$ cat src/rtl/ecit_pkg.sv
// Package for the edge capture and interval timer block.
// Assumes byte registers at word-aligned Avalon addresses (index times four).
package ecit_pkg;
    // ==========================================================
    // Register indices
    localparam logic [7:0] ECIT_IDX_C0_RISE = 8'h22;
    localparam logic [7:0] ECIT_IDX_C1_RISE = 8'h23;
    localparam logic [7:0] ECIT_IDX_C0_FALL = 8'h24;
    localparam logic [7:0] ECIT_IDX_C1_FALL = 8'h25;
    localparam logic [7:0] ECIT_IDX_CNT_LO = 8'h26;
    localparam logic [7:0] ECIT_IDX_CNT_HI = 8'h27;
    localparam logic [7:0] ECIT_IDX_RLD_LO = 8'h28;
    localparam logic [7:0] ECIT_IDX_RLD_HI = 8'h29;
    localparam logic [7:0] ECIT_IDX_CFG = 8'h2A;
    localparam logic [7:0] ECIT_IDX_IRQ_EN = 8'h2B;
    localparam logic [7:0] ECIT_IDX_IRQ_ST = 8'h2C;
    localparam logic [7:0] ECIT_IDX_PIT_EN = 8'h2D;
    localparam logic [7:0] ECIT_IDX_PIT_ST = 8'h2E;
    localparam int ECIT_ADDR_W = 10;
    // ==========================================================
    // Field positions and reset values
    localparam int ECIT_CFG_HOLD_BIT = 7;
    localparam int ECIT_CFG_PRE_LSB = 4;
    localparam int ECIT_CFG_WIDE_BIT = 3;
    localparam logic [7:0] ECIT_CFG_MASK = 8'hF8;
    localparam logic [7:0] ECIT_RESET_BYTE = 8'h00;
    localparam logic [7:0] ECIT_UNMAPPED = 8'h00;
    localparam int ECIT_EV_C0R = 0;
    localparam int ECIT_EV_C0F = 1;
    localparam int ECIT_EV_C1R = 2;
    localparam int ECIT_EV_C1F = 3;
    // ==========================================================
    // Timing
    localparam int ECIT_CLK_MHZ = 125;
    localparam int ECIT_CAP_CLK_DIV = 4;
    localparam int ECIT_PIT_DIV = 125;
    localparam int ECIT_PIT_W = 12;
    typedef enum logic [1:0] {
        ECIT_BUS_IDLE = 2'b00,
        ECIT_BUS_ACK = 2'b01
    } ecit_bus_e;
endpackage

$ cat src/rtl/ecit_top.sv
// Edge capture channels, free-running counter and interval timer registers.
// Assumes an Avalon-MM master on i_core_clk; capture pins are asynchronous.
//
// Operation
// - 8-bit mode: channel-1 falling register loads selected counter bits on falling edge.
// - 16-bit mode: channel-1 falling register takes upper counter byte at channel-0 fall.
// - Count low byte is read-only; reading it holds the upper nibble.
// - Count high register returns held nibble in bits 3..0, zeros above.
// - Two channels, each with separate rising and falling capture registers.
// - Joined mode: channel 1 holds high byte, channel 0 low byte.
// - Each of the four capture loads can raise an interrupt, own enable.
// - Hold bit clear: every qualifying edge overwrites the capture register.
// - Hold bit set: keep the first edge until the register is read.
// - 8-bit mode: prescale n selects counter bits n+7 down to n.
// - Wide enable bit 3 turns channel 1 into channel-0 upper extension.
// - Enable bits 0..3 gate c0 rise, c0 fall, c1 rise, c1 fall.
// - Status bits 0..3 set on c0 rise, c0 fall, c1 rise, c1 fall.
// - Writing one clears status; a set bit keeps its enabled interrupt asserted until cleared.
// - Captures come from a 16-bit free-running counter on the capture clock.
// - Channel-0 registers record latest edges, or the first with hold set; low byte in 16-bit mode.
//
// The implementer's own choice: the Avalon-MM register port.
`timescale 1ns/1ps
module ecit_top
import ecit_pkg::*;
#(
    parameter int CAP_DIV = ecit_pkg::ECIT_CAP_CLK_DIV,
    parameter int PIT_DIV = ecit_pkg::ECIT_PIT_DIV
)
(
    input wire logic i_core_clk,
    input wire logic i_reset,
    input wire logic [ecit_pkg::ECIT_ADDR_W-1:0] i_avs_address,
    input wire logic i_avs_read,
    input wire logic i_avs_write,
    input wire logic [31:0] i_avs_writedata,
    input wire logic [3:0] i_avs_byteenable,
    output logic [31:0] o_avs_readdata,
    output logic o_avs_waitrequest,
    input wire logic i_capture_input_zero,
    input wire logic i_capture_input_one,
    output logic o_irq
);
    import ecit_pkg::*;

    typedef struct packed {
        ecit_bus_e bus;
        logic [31:0] rdata;
        logic [7:0] cap_div;
        logic [7:0] pit_div;
        logic [15:0] frc;
        logic [7:0] c0r;
        logic [7:0] c1r;
        logic [7:0] c0f;
        logic [7:0] c1f;
        logic [3:0] full;
        logic [3:0] held_nib;
        logic [7:0] rld_lo;
        logic [3:0] rld_hi;
        logic [7:0] cfg;
        logic [3:0] irq_en;
        logic [3:0] irq_st;
        logic pit_en;
        logic pit_st;
        logic irq;
    } ecit_top_s;

    ecit_top_s st_q;
    ecit_top_s st_d;
    logic c0_rise;
    logic c0_fall;
    logic c1_rise;
    logic c1_fall;
    logic pit_tick;
    logic [ECIT_PIT_W-1:0] pit_count;
    logic pit_expire;

    // Dividers count in eight bits, so larger values cannot be served
    if (CAP_DIV < 1 || CAP_DIV > 255 || PIT_DIV < 1 || PIT_DIV > 255)
    begin : g_bad_div
        $error("Divider out of range");
    end

    // ==========================================================
    // Input edges
    ecit_edge_sync u_sync0
    (
        .i_core_clk(i_core_clk),
        .i_reset(i_reset),
        .i_pin(i_capture_input_zero),
        .o_rise(c0_rise),
        .o_fall(c0_fall)
    );
    ecit_edge_sync u_sync1
    (
        .i_core_clk(i_core_clk),
        .i_reset(i_reset),
        .i_pin(i_capture_input_one),
        .o_rise(c1_rise),
        .o_fall(c1_fall)
    );

    assign pit_tick = (st_q.pit_div == 8'(PIT_DIV - 1));

    ecit_interval_timer #(.WIDTH(ECIT_PIT_W)) u_pit
    (
        .i_core_clk(i_core_clk),
        .i_reset(i_reset),
        .i_tick(pit_tick),
        .i_reload({st_q.rld_hi, st_q.rld_lo}),
        .o_count(pit_count),
        .o_expire(pit_expire)
    );

    // ==========================================================
    // Helpers
    function automatic logic [7:0] sel_bits(input logic [15:0] frc, input logic [2:0] n);
        logic [15:0] sh;
        sh = frc >> n;
        return sh[7:0];
    endfunction

    function automatic logic is_idx(input logic [ECIT_ADDR_W-1:0] a, input logic [7:0] idx);
        return (a[ECIT_ADDR_W-1:2] == idx) && (a[1:0] == 2'b00);
    endfunction

    // ==========================================================
    // Next state
    always_comb
    begin
        logic [3:0] ev;
        logic [3:0] rd_clr;
        logic [7:0] pick;
        logic [7:0] wb;
        logic wide;
        logic hold;
        logic acc;
        logic rd;
        logic wr;
        ev = 4'h0;
        rd_clr = 4'h0;
        pick = 8'h00;
        wb = i_avs_writedata[7:0];
        st_d = st_q;
        wide = st_q.cfg[ECIT_CFG_WIDE_BIT];
        hold = st_q.cfg[ECIT_CFG_HOLD_BIT];
        acc = (st_q.bus == ECIT_BUS_IDLE) && (i_avs_read || i_avs_write);
        rd = acc && i_avs_read;
        // A write commits at the acknowledge edge, where the master samples waitrequest low
        wr = (st_q.bus == ECIT_BUS_ACK) && i_avs_write && i_avs_byteenable[0];
        wr = wr && (i_avs_address[1:0] == 2'b00);

        // Capture clock enable drives the counter
        if (st_q.cap_div == 8'(CAP_DIV - 1))
        begin
            st_d.cap_div = 8'h00;
            st_d.frc = st_q.frc + 16'h0001;
        end
        else
        begin
            st_d.cap_div = st_q.cap_div + 8'h01;
        end
        if (pit_tick)
        begin
            st_d.pit_div = 8'h00;
        end
        else
        begin
            st_d.pit_div = st_q.pit_div + 8'h01;
        end

        // A read frees a held register for the next edge
        if (rd)
        begin
            rd_clr[ECIT_EV_C0R] = is_idx(i_avs_address, ECIT_IDX_C0_RISE);
            rd_clr[ECIT_EV_C0F] = is_idx(i_avs_address, ECIT_IDX_C0_FALL);
            rd_clr[ECIT_EV_C1R] = is_idx(i_avs_address, ECIT_IDX_C1_RISE);
            rd_clr[ECIT_EV_C1F] = is_idx(i_avs_address, ECIT_IDX_C1_FALL);
        end

        // Load gating: in joined mode channel 1 follows channel 0 edges
        ev[ECIT_EV_C0R] = c0_rise;
        ev[ECIT_EV_C0F] = c0_fall;
        ev[ECIT_EV_C1R] = wide ? c0_rise : c1_rise;
        ev[ECIT_EV_C1F] = wide ? c0_fall : c1_fall;
        ev = ev & ~(st_q.full & {4{hold}});
        pick = wide ? st_q.frc[7:0] : sel_bits(st_q.frc, st_q.cfg[ECIT_CFG_PRE_LSB +: 3]);
        if (ev[ECIT_EV_C0R])
        begin
            st_d.c0r = pick;
        end
        if (ev[ECIT_EV_C0F])
        begin
            st_d.c0f = pick;
        end
        if (ev[ECIT_EV_C1R])
        begin
            st_d.c1r = wide ? st_q.frc[15:8] : pick;
        end
        if (ev[ECIT_EV_C1F])
        begin
            st_d.c1f = wide ? st_q.frc[15:8] : pick;
        end
        st_d.full = (st_q.full & ~rd_clr) | ev;

        // Register writes
        st_d.bus = ECIT_BUS_IDLE;
        if (acc)
        begin
            st_d.bus = ECIT_BUS_ACK;
        end
        if (wr)
        begin
            case (i_avs_address[ECIT_ADDR_W-1:2])
                ECIT_IDX_C0_RISE:
                begin
                    st_d.c0r = wb;
                end
                ECIT_IDX_C0_FALL:
                begin
                    st_d.c0f = wb;
                end
                ECIT_IDX_C1_RISE:
                begin
                    st_d.c1r = wb;
                end
                ECIT_IDX_C1_FALL:
                begin
                    st_d.c1f = wb;
                end
                ECIT_IDX_RLD_LO:
                begin
                    st_d.rld_lo = wb;
                end
                ECIT_IDX_RLD_HI:
                begin
                    st_d.rld_hi = wb[3:0];
                end
                ECIT_IDX_CFG:
                begin
                    st_d.cfg = wb & ECIT_CFG_MASK;
                end
                ECIT_IDX_IRQ_EN:
                begin
                    st_d.irq_en = wb[3:0];
                end
                ECIT_IDX_PIT_EN:
                begin
                    st_d.pit_en = wb[0];
                end
                default:
                begin
                end
            endcase
        end

        // Sticky status: the set wins over a clear in the same cycle
        st_d.irq_st = st_q.irq_st;
        st_d.pit_st = st_q.pit_st;
        if (wr && is_idx(i_avs_address, ECIT_IDX_IRQ_ST))
        begin
            st_d.irq_st = st_q.irq_st & ~wb[3:0];
        end
        if (wr && is_idx(i_avs_address, ECIT_IDX_PIT_ST))
        begin
            st_d.pit_st = st_q.pit_st & ~wb[0];
        end
        st_d.irq_st = st_d.irq_st | ev;
        st_d.pit_st = st_d.pit_st | pit_expire;
        st_d.irq = |(st_q.irq_st & st_q.irq_en) | (st_q.pit_st & st_q.pit_en);

        // Read data, taken in the request cycle and shown in the acknowledge cycle
        if (rd)
        begin
            st_d.rdata = 32'h0000_0000;
            case (i_avs_address[ECIT_ADDR_W-1:2])
                ECIT_IDX_C0_RISE:
                begin
                    st_d.rdata[7:0] = st_q.c0r;
                end
                ECIT_IDX_C0_FALL:
                begin
                    st_d.rdata[7:0] = st_q.c0f;
                end
                ECIT_IDX_C1_RISE:
                begin
                    st_d.rdata[7:0] = st_q.c1r;
                end
                ECIT_IDX_C1_FALL:
                begin
                    st_d.rdata[7:0] = st_q.c1f;
                end
                ECIT_IDX_CNT_LO:
                begin
                    st_d.rdata[7:0] = pit_count[7:0];
                    st_d.held_nib = pit_count[11:8];
                end
                ECIT_IDX_CNT_HI:
                begin
                    st_d.rdata[3:0] = st_q.held_nib;
                end
                ECIT_IDX_RLD_LO:
                begin
                    st_d.rdata[7:0] = st_q.rld_lo;
                end
                ECIT_IDX_RLD_HI:
                begin
                    st_d.rdata[3:0] = st_q.rld_hi;
                end
                ECIT_IDX_CFG:
                begin
                    st_d.rdata[7:0] = st_q.cfg;
                end
                ECIT_IDX_IRQ_EN:
                begin
                    st_d.rdata[3:0] = st_q.irq_en;
                end
                ECIT_IDX_IRQ_ST:
                begin
                    st_d.rdata[3:0] = st_q.irq_st;
                end
                ECIT_IDX_PIT_EN:
                begin
                    st_d.rdata[0] = st_q.pit_en;
                end
                ECIT_IDX_PIT_ST:
                begin
                    st_d.rdata[0] = st_q.pit_st;
                end
                default:
                begin
                    st_d.rdata[7:0] = ECIT_UNMAPPED;
                end
            endcase
            if (i_avs_address[1:0] != 2'b00)
            begin
                st_d.rdata = 32'h0000_0000;
            end
        end
    end

    always_ff @(posedge i_core_clk or posedge i_reset)
    begin
        if (i_reset)
        begin
            st_q <= '0;
        end
        else
        begin
            st_q <= st_d;
        end
    end

    // Waitrequest is low only in the acknowledge cycle
    assign o_avs_waitrequest = (st_q.bus != ECIT_BUS_ACK);
    assign o_avs_readdata = st_q.rdata;
    assign o_irq = st_q.irq;
endmodule // ecit_top

$ cat src/rtl/ecit_edge_sync.sv
// Synchroniser and edge detector for one capture input.
// Assumes the input is asynchronous to i_core_clk.
`timescale 1ns/1ps
module ecit_edge_sync
(
    input wire logic i_core_clk,
    input wire logic i_reset,
    input wire logic i_pin,
    output logic o_rise,
    output logic o_fall
);
    typedef struct packed {
        logic s1;
        logic s2;
        logic s3;
    } ecit_sync_s;
    ecit_sync_s st_q;
    ecit_sync_s st_d;
    always_comb
    begin
        st_d = st_q;
        st_d.s1 = i_pin;
        st_d.s2 = st_q.s1;
        st_d.s3 = st_q.s2;
    end
    always_ff @(posedge i_core_clk or posedge i_reset)
    begin
        if (i_reset)
        begin
            st_q <= '0;
        end
        else
        begin
            st_q <= st_d;
        end
    end
    // Edges seen only from the second and third stages
    assign o_rise = st_q.s2 & ~st_q.s3;
    assign o_fall = ~st_q.s2 & st_q.s3;
endmodule // ecit_edge_sync

$ cat src/rtl/ecit_interval_timer.sv
// 12-bit down-counting interval timer with reload.
// Assumes i_tick is a one-cycle enable from the core clock divider.
`timescale 1ns/1ps
module ecit_interval_timer
#(
    parameter int WIDTH = 12
)
(
    input wire logic i_core_clk,
    input wire logic i_reset,
    input wire logic i_tick,
    input wire logic [WIDTH-1:0] i_reload,
    output logic [WIDTH-1:0] o_count,
    output logic o_expire
);
    typedef struct packed {
        logic [WIDTH-1:0] count;
        logic expire;
    } ecit_pit_s;
    ecit_pit_s st_q;
    ecit_pit_s st_d;
    initial
    begin
        if (WIDTH < 2)
        begin
            $error("WIDTH too small");
        end
    end
    always_comb
    begin
        st_d = st_q;
        st_d.expire = 1'b0;
        if (i_tick)
        begin
            // Expire at zero and restart from the reload value
            if (st_q.count == '0)
            begin
                st_d.count = i_reload;
                st_d.expire = 1'b1;
            end
            else
            begin
                st_d.count = st_q.count - 1'b1;
            end
        end
    end
    always_ff @(posedge i_core_clk or posedge i_reset)
    begin
        if (i_reset)
        begin
            st_q <= '0;
        end
        else
        begin
            st_q <= st_d;
        end
    end
    assign o_count = st_q.count;
    assign o_expire = st_q.expire;
endmodule // ecit_interval_timer

$ cat config.mk
export PLATFORM = sky130hd
export DESIGN_NAME = ecit_top
export DESIGN_NICKNAME = d
export VERILOG_FILES = /design/src/rtl/ecit_pkg.sv /design/src/rtl/ecit_top.sv /design/src/rtl/ecit_edge_sync.sv /design/src/rtl/ecit_interval_timer.sv
export SDC_FILE = /design/constraint.sdc
export NUM_CORES = 1
export LEC_CHECK = 0
export BUFFER_PORTS_ARGS = -buffer_cell sky130_fd_sc_hd__buf_2
export CAP_MARGIN = 20
export CORE_MARGIN = 2
export CORE_UTILIZATION = 40
export CTS_CLUSTER_DIAMETER = 120
export DETAILED_ROUTE_END_ITERATION = 10
export GPL_TIMING_DRIVEN = 0
export PLACE_DENSITY = 0.58
export SYNTH_ARGS = -nofsm -noshare
export SYNTH_HDL_FRONTEND = slang
export SYNTH_SLANG_ARGS = --single-unit
$ cat constraint.sdc
create_clock -name i_core_clk -period 5.53 [get_ports i_core_clk]
set_clock_uncertainty 0.1 [all_clocks]
set_input_delay 0.8295 -clock i_core_clk [delete_from_list [all_inputs] [get_ports i_core_clk]]
set_output_delay 0.8295 -clock i_core_clk [all_outputs]
set_load 0.005 [all_outputs]
== Yosys cells after proc, flatten, opt, wreduce, memory -nomap -nowiden ==
Index checks and enable logic that the tools add are counted.
Cells by class
  $add $sub $neg: 4
  eq/ne operators: 17
  shifts and indexed selects: 1
  mux-type cells: 26
  bitwise operators: 23
  reduce and logical (&&, ||, !) cells: 25
Operators by type and width (count)
  $eq 8x6->1 const B: 13
  $mux 8: 13
  $pmux 3 s11: 1
  $mux 32: 1
  $pmux 4 s7: 1
  $and 4x4->4: 5
  $add 16x1->16 const B: 1
  $add 8x1->8 const B: 2
  $shr 16x3->8: 1
  $logic_and 1x1->1: 13
  $logic_not 12->1: 1
  $mux 12: 1
  $not 4->4: 3
  $pmux 1 s12: 1
  $reduce_and 2->1: 6
  $sub 12x1->12 const B: 1
  $eq 8x2->1 const B: 1
  $eq 8x7->1 const B: 1
  $mux 4: 2
  $or 4x4->4: 2
  $and 1x1->1: 6
  $mux 1: 6
  $not 1->1: 5
  $logic_not 2->1: 2
  6 further kinds: 7
Storage, ports and cells
  register bits after elaboration: 153
  input bits: 52
  word-level logic and storage cells: 123

== Logic depth before layout (Yosys ltp) ==
  depth in word-level cells: 7
  gate-level depth with buffers: 9
  mapped depth without buffers: 7

== Hierarchy ==
Synthesis repeated with hierarchy kept, for this count alone.
Unflattened totals
  cells, all modules: 745
  area, all modules: 7314.5 um^2
By module, submodules not included
  ecit_top: instances 1, cells an instance 645, area an instance 6313.6 um^2, seq. area each 2727.6 um^2
  ecit_interval_timer: instances 1, cells an instance 88, area an instance 813.3 um^2, seq. area each 325.3 um^2
  ecit_edge_sync: instances 2, cells an instance 6, area an instance 93.8 um^2, seq. area each 75.1 um^2

== Worst setup path before layout ==
OpenSTA, ideal clock, no wires.
  kind: input port to flip-flop
  start: input i_avs_address[6] in the netlist's numbering
  end: register st_q[20] in the netlist's numbering
  arrival: 2381 ps
  data required time: 5305 ps
  slack: 2925 ps
  stages on the path: 4
  path buffers: 1
  cells stage by stage: or4b_2 > buf_2 > nor4_4 > mux2_2
On the way
  cells in the longest elaborated chain, start to end: 2
RTL lines
  from (decl): line ecit_top.sv:33  | input wire logic [ecit_pkg::ECIT_ADDR_W-1:0] i_avs_address,
  $eq 8x6->1: line ecit_top.sv:214  | case (i_avs_address[ECIT_ADDR_W-1:2])
  $reduce_and 2->1 (no source line)
  to (signal assigned): line ecit_top.sv:350  | st_q <= st_d;
  to (decl): line ecit_top.sv:68  | ecit_top_s st_q;
No other way between the ends.
A chain may end at the register's enable or synchronous reset.

==> out/summary.txt <==
status: finished clean
diode count: 0
Max Slew Vio Count: 0
switching fraction of total power: 24.0%
sequential fraction of the synthesis area: 44.7%
dpl cell area: 7720 sq um
switching pwr: 550 uW
crit start category: input port
synthesized cell area: 7170 sq um
Core Box Area: 17400 sq um
Synth top area share: 44.7%
hold_buf cts: 0
FF+latch area: 3200 sq um
Combinational Power Share: 7.2%
Die Y: 138 um
Pwr Total: 2300 uW
clk slew on worst S/H paths: 0.06 ns
top_reg_cell synth: dfrtp_1
Post-layout nets: 894
Routed WL: 21.0 mm
total number of vias: 6074
GRT overflow: 0
CTS buffer count: 17
VDD IR max: 217 uV
Crit Path Class: input port to register
area of the die: 19000 sq um
Hold Crit Class: register to register
unrepaired setup endpoints after global routing: no
Crit path required time: 5.73 ns
worst skew pair latency: 0.43 ns
Post-synth top cells: 128 x dfrtp_1, 113 x nand2_1, 44 x o21ai_0, 44 x o22ai_1
design area: 8320 sq um
Synth Register Bits: 128
Clk Tree Root Cell: clkbuf_16
largest net degree at the start of global routing: 97
DPL Wire Length: 15.2 mm
Filler cells: 1658
crit end category: register
IO Pins: 86
slew margin rel.: 38.9%
# resized after CTS: 0
syn_area_per_cell: 9.39 sq um
clk buf depth: 2
worst slew pin tran: 0.916 ns
top-count cell post-synth: dfrtp_1
Post-Syn Instances: 763
global-route wire length before repair: 33.0 mm
Starting Density: 41.2%
Final TNS setup: 0 ns
Clock Power Share: 49.7%
Post-CTS Setup Bufs: 0
dpl ws: 2.18 ns
H-tree levels: 4
vias in the first global route: 5720
fin crit period: 2.97 ns
maxcap violations: 0
ratio of cells with drive above 1 in the final layout: 19.6%
GPL Wtd Cong: 0.977
Power Internal: 1750 uW
Final period util: 53.7%
WL/cell: 19.5 um
area leader, netlist: dfrtp_1
All-Layer GR Usage: 23.3%
Die W: 138 um
drc violations: 0
Lkg Pwr: 0.00362 uW
initial antenna violation count: 0
CP Data Arrival Time: 3.17 ns
CTS tree: built
Synth area leaders: dfrtp_1 45%, mux2_2 6.6%, nand2_1 5.9%
initial drt markers: 598
PwrDens: 276 nW/um^2
Yosys warning count: 0
Port-buffer cells: 30
Pre-Repair DR Iteration Count: 5
Final ANT Viol Nets: 0
final worst setup slack: 2.56 ns
footprint of the multi-input gates: 3590 sq um
Yosys cell types: 65
Fmax: 336 MHz
# clock sinks: 128
Worst Path Max Fanout: 10
Reg power frac: 43.0%
Async S/R FF share, synth: 100%
setup violators final: 0
final hold vios: 0
vias per cell: 5.66
area delta synth->final: 16.1%
Post-synth EDFFs: 0
row count: 48
-- cell families after synthesis --
logic type	after synthesis	synth area share, %
AO/OA/AOI/OAI	181	16.5
other	1	0.0523
adder cells (fa/ha/maj)	6	1.05
flip-flops	128	44.7
AND/OR/NAND/NOR	284	20.3
XOR/XNOR	27	3.30
buffers and inverters	86	6.41
multiplexers	50	7.72
-- power by group through the flow --
stage	registers, uW	clock network, uW	logic [uW]
global placement	1000	0	160
detailed placement	1000	0	164
floorplan	992	0	112
CTS	987	1160	164
finish	988	1140	166
global route	989	1200	185
-- cell type report --
type                            instances  area share (%)
Inverter                               10           0.511
Clock inverter                          9            1.26
Buffer                                 76            5.07
Sequential cell                       128            38.5
Multi-Input combinational cell        572            43.2
Tap cell                              225            3.38
Timing Repair Buffer                   31            2.14
Clock buffer                           23            5.98
-- per-layer routing --
layer  vias up  GRT usage [%]  wire, um
met5         -              0         0
li1       2860              -         -
met2       250           35.8      9460
met4         0           8.62       588
met3        42           4.97      1360
met1      2922           32.3      9590
-- flip-flops by register name, indices dropped and copies added (netlist names) --
register	flops
o_irq	1
u_sync0.st_d	2
u_pit.o_count	12
o_avs_readdata	8
u_sync0.st_q	1
u_sync1.st_q	1
u_sync1.st_d	2
u_pit.o_expire	1
st_q	100
-- cells in the final DEF (no fill, tap or decap), drive strengths merged, types with 6 or more instances in the layout --
master,n
dfrtp,128
nand2,114
buf,78
clkbuf,52
o21ai,44
o22ai,44
nor2,42
mux2,42
nand3,32
conb,24
a21oi,22
nor3,20
xnor2,18
a21o,15
nand2b,12
a22oi,11
nand4,10
and3,9
xor2,9
inv,9
mux2i,8
nor4,8
nor3b,7
a311oi,6
ha,6
-- worst paths after layout --
path	slack [ns]	start	to	cells past startpoint
min reg2reg	0.25	u_sync0.st_d[1]$_DFF_PP0_	u_sync0.st_d[0]$_DFF_PP0_	0
min in group asynchronous	0.28	i_reset	st_q[94]$_DFF_PP0_	2
min	0.25	u_sync0.st_d[1]$_DFF_PP0_	u_sync0.st_d[0]$_DFF_PP0_	0
max reg2reg	2.67	st_q[14]$_DFFE_PP0P_	st_q[59]$_DFF_PP0_	7
max	2.56	i_avs_address[6]	st_q[59]$_DFF_PP0_	6
max in group asynchronous	4.26	i_reset	st_q[15]$_DFFE_PP0P_	3
-- per-stage QoR --
step / std cells / util [%] / hold WS (ns)
after CTS: 1074 / 47.8 / 0.253
after global routing: 1074 / 47.8 / 0.259
final: 1074 / 47.8 / 0.248
after global placement: 1041 / 44.1 / 0.232
after floorplan: 786 / - / 0.231
after detailed placement: 1042 / 44.3 / 0.236
-- worst max-delay path, stage by stage --
cell and delay [ns]:
buf_2 0.12, nor4b_4 0.66, nand3_1 0.35, nor4_2 0.71, buf_2 0.36, o21ai_0 0.14
Note: power is estimated with default switching activity, not from simulation.
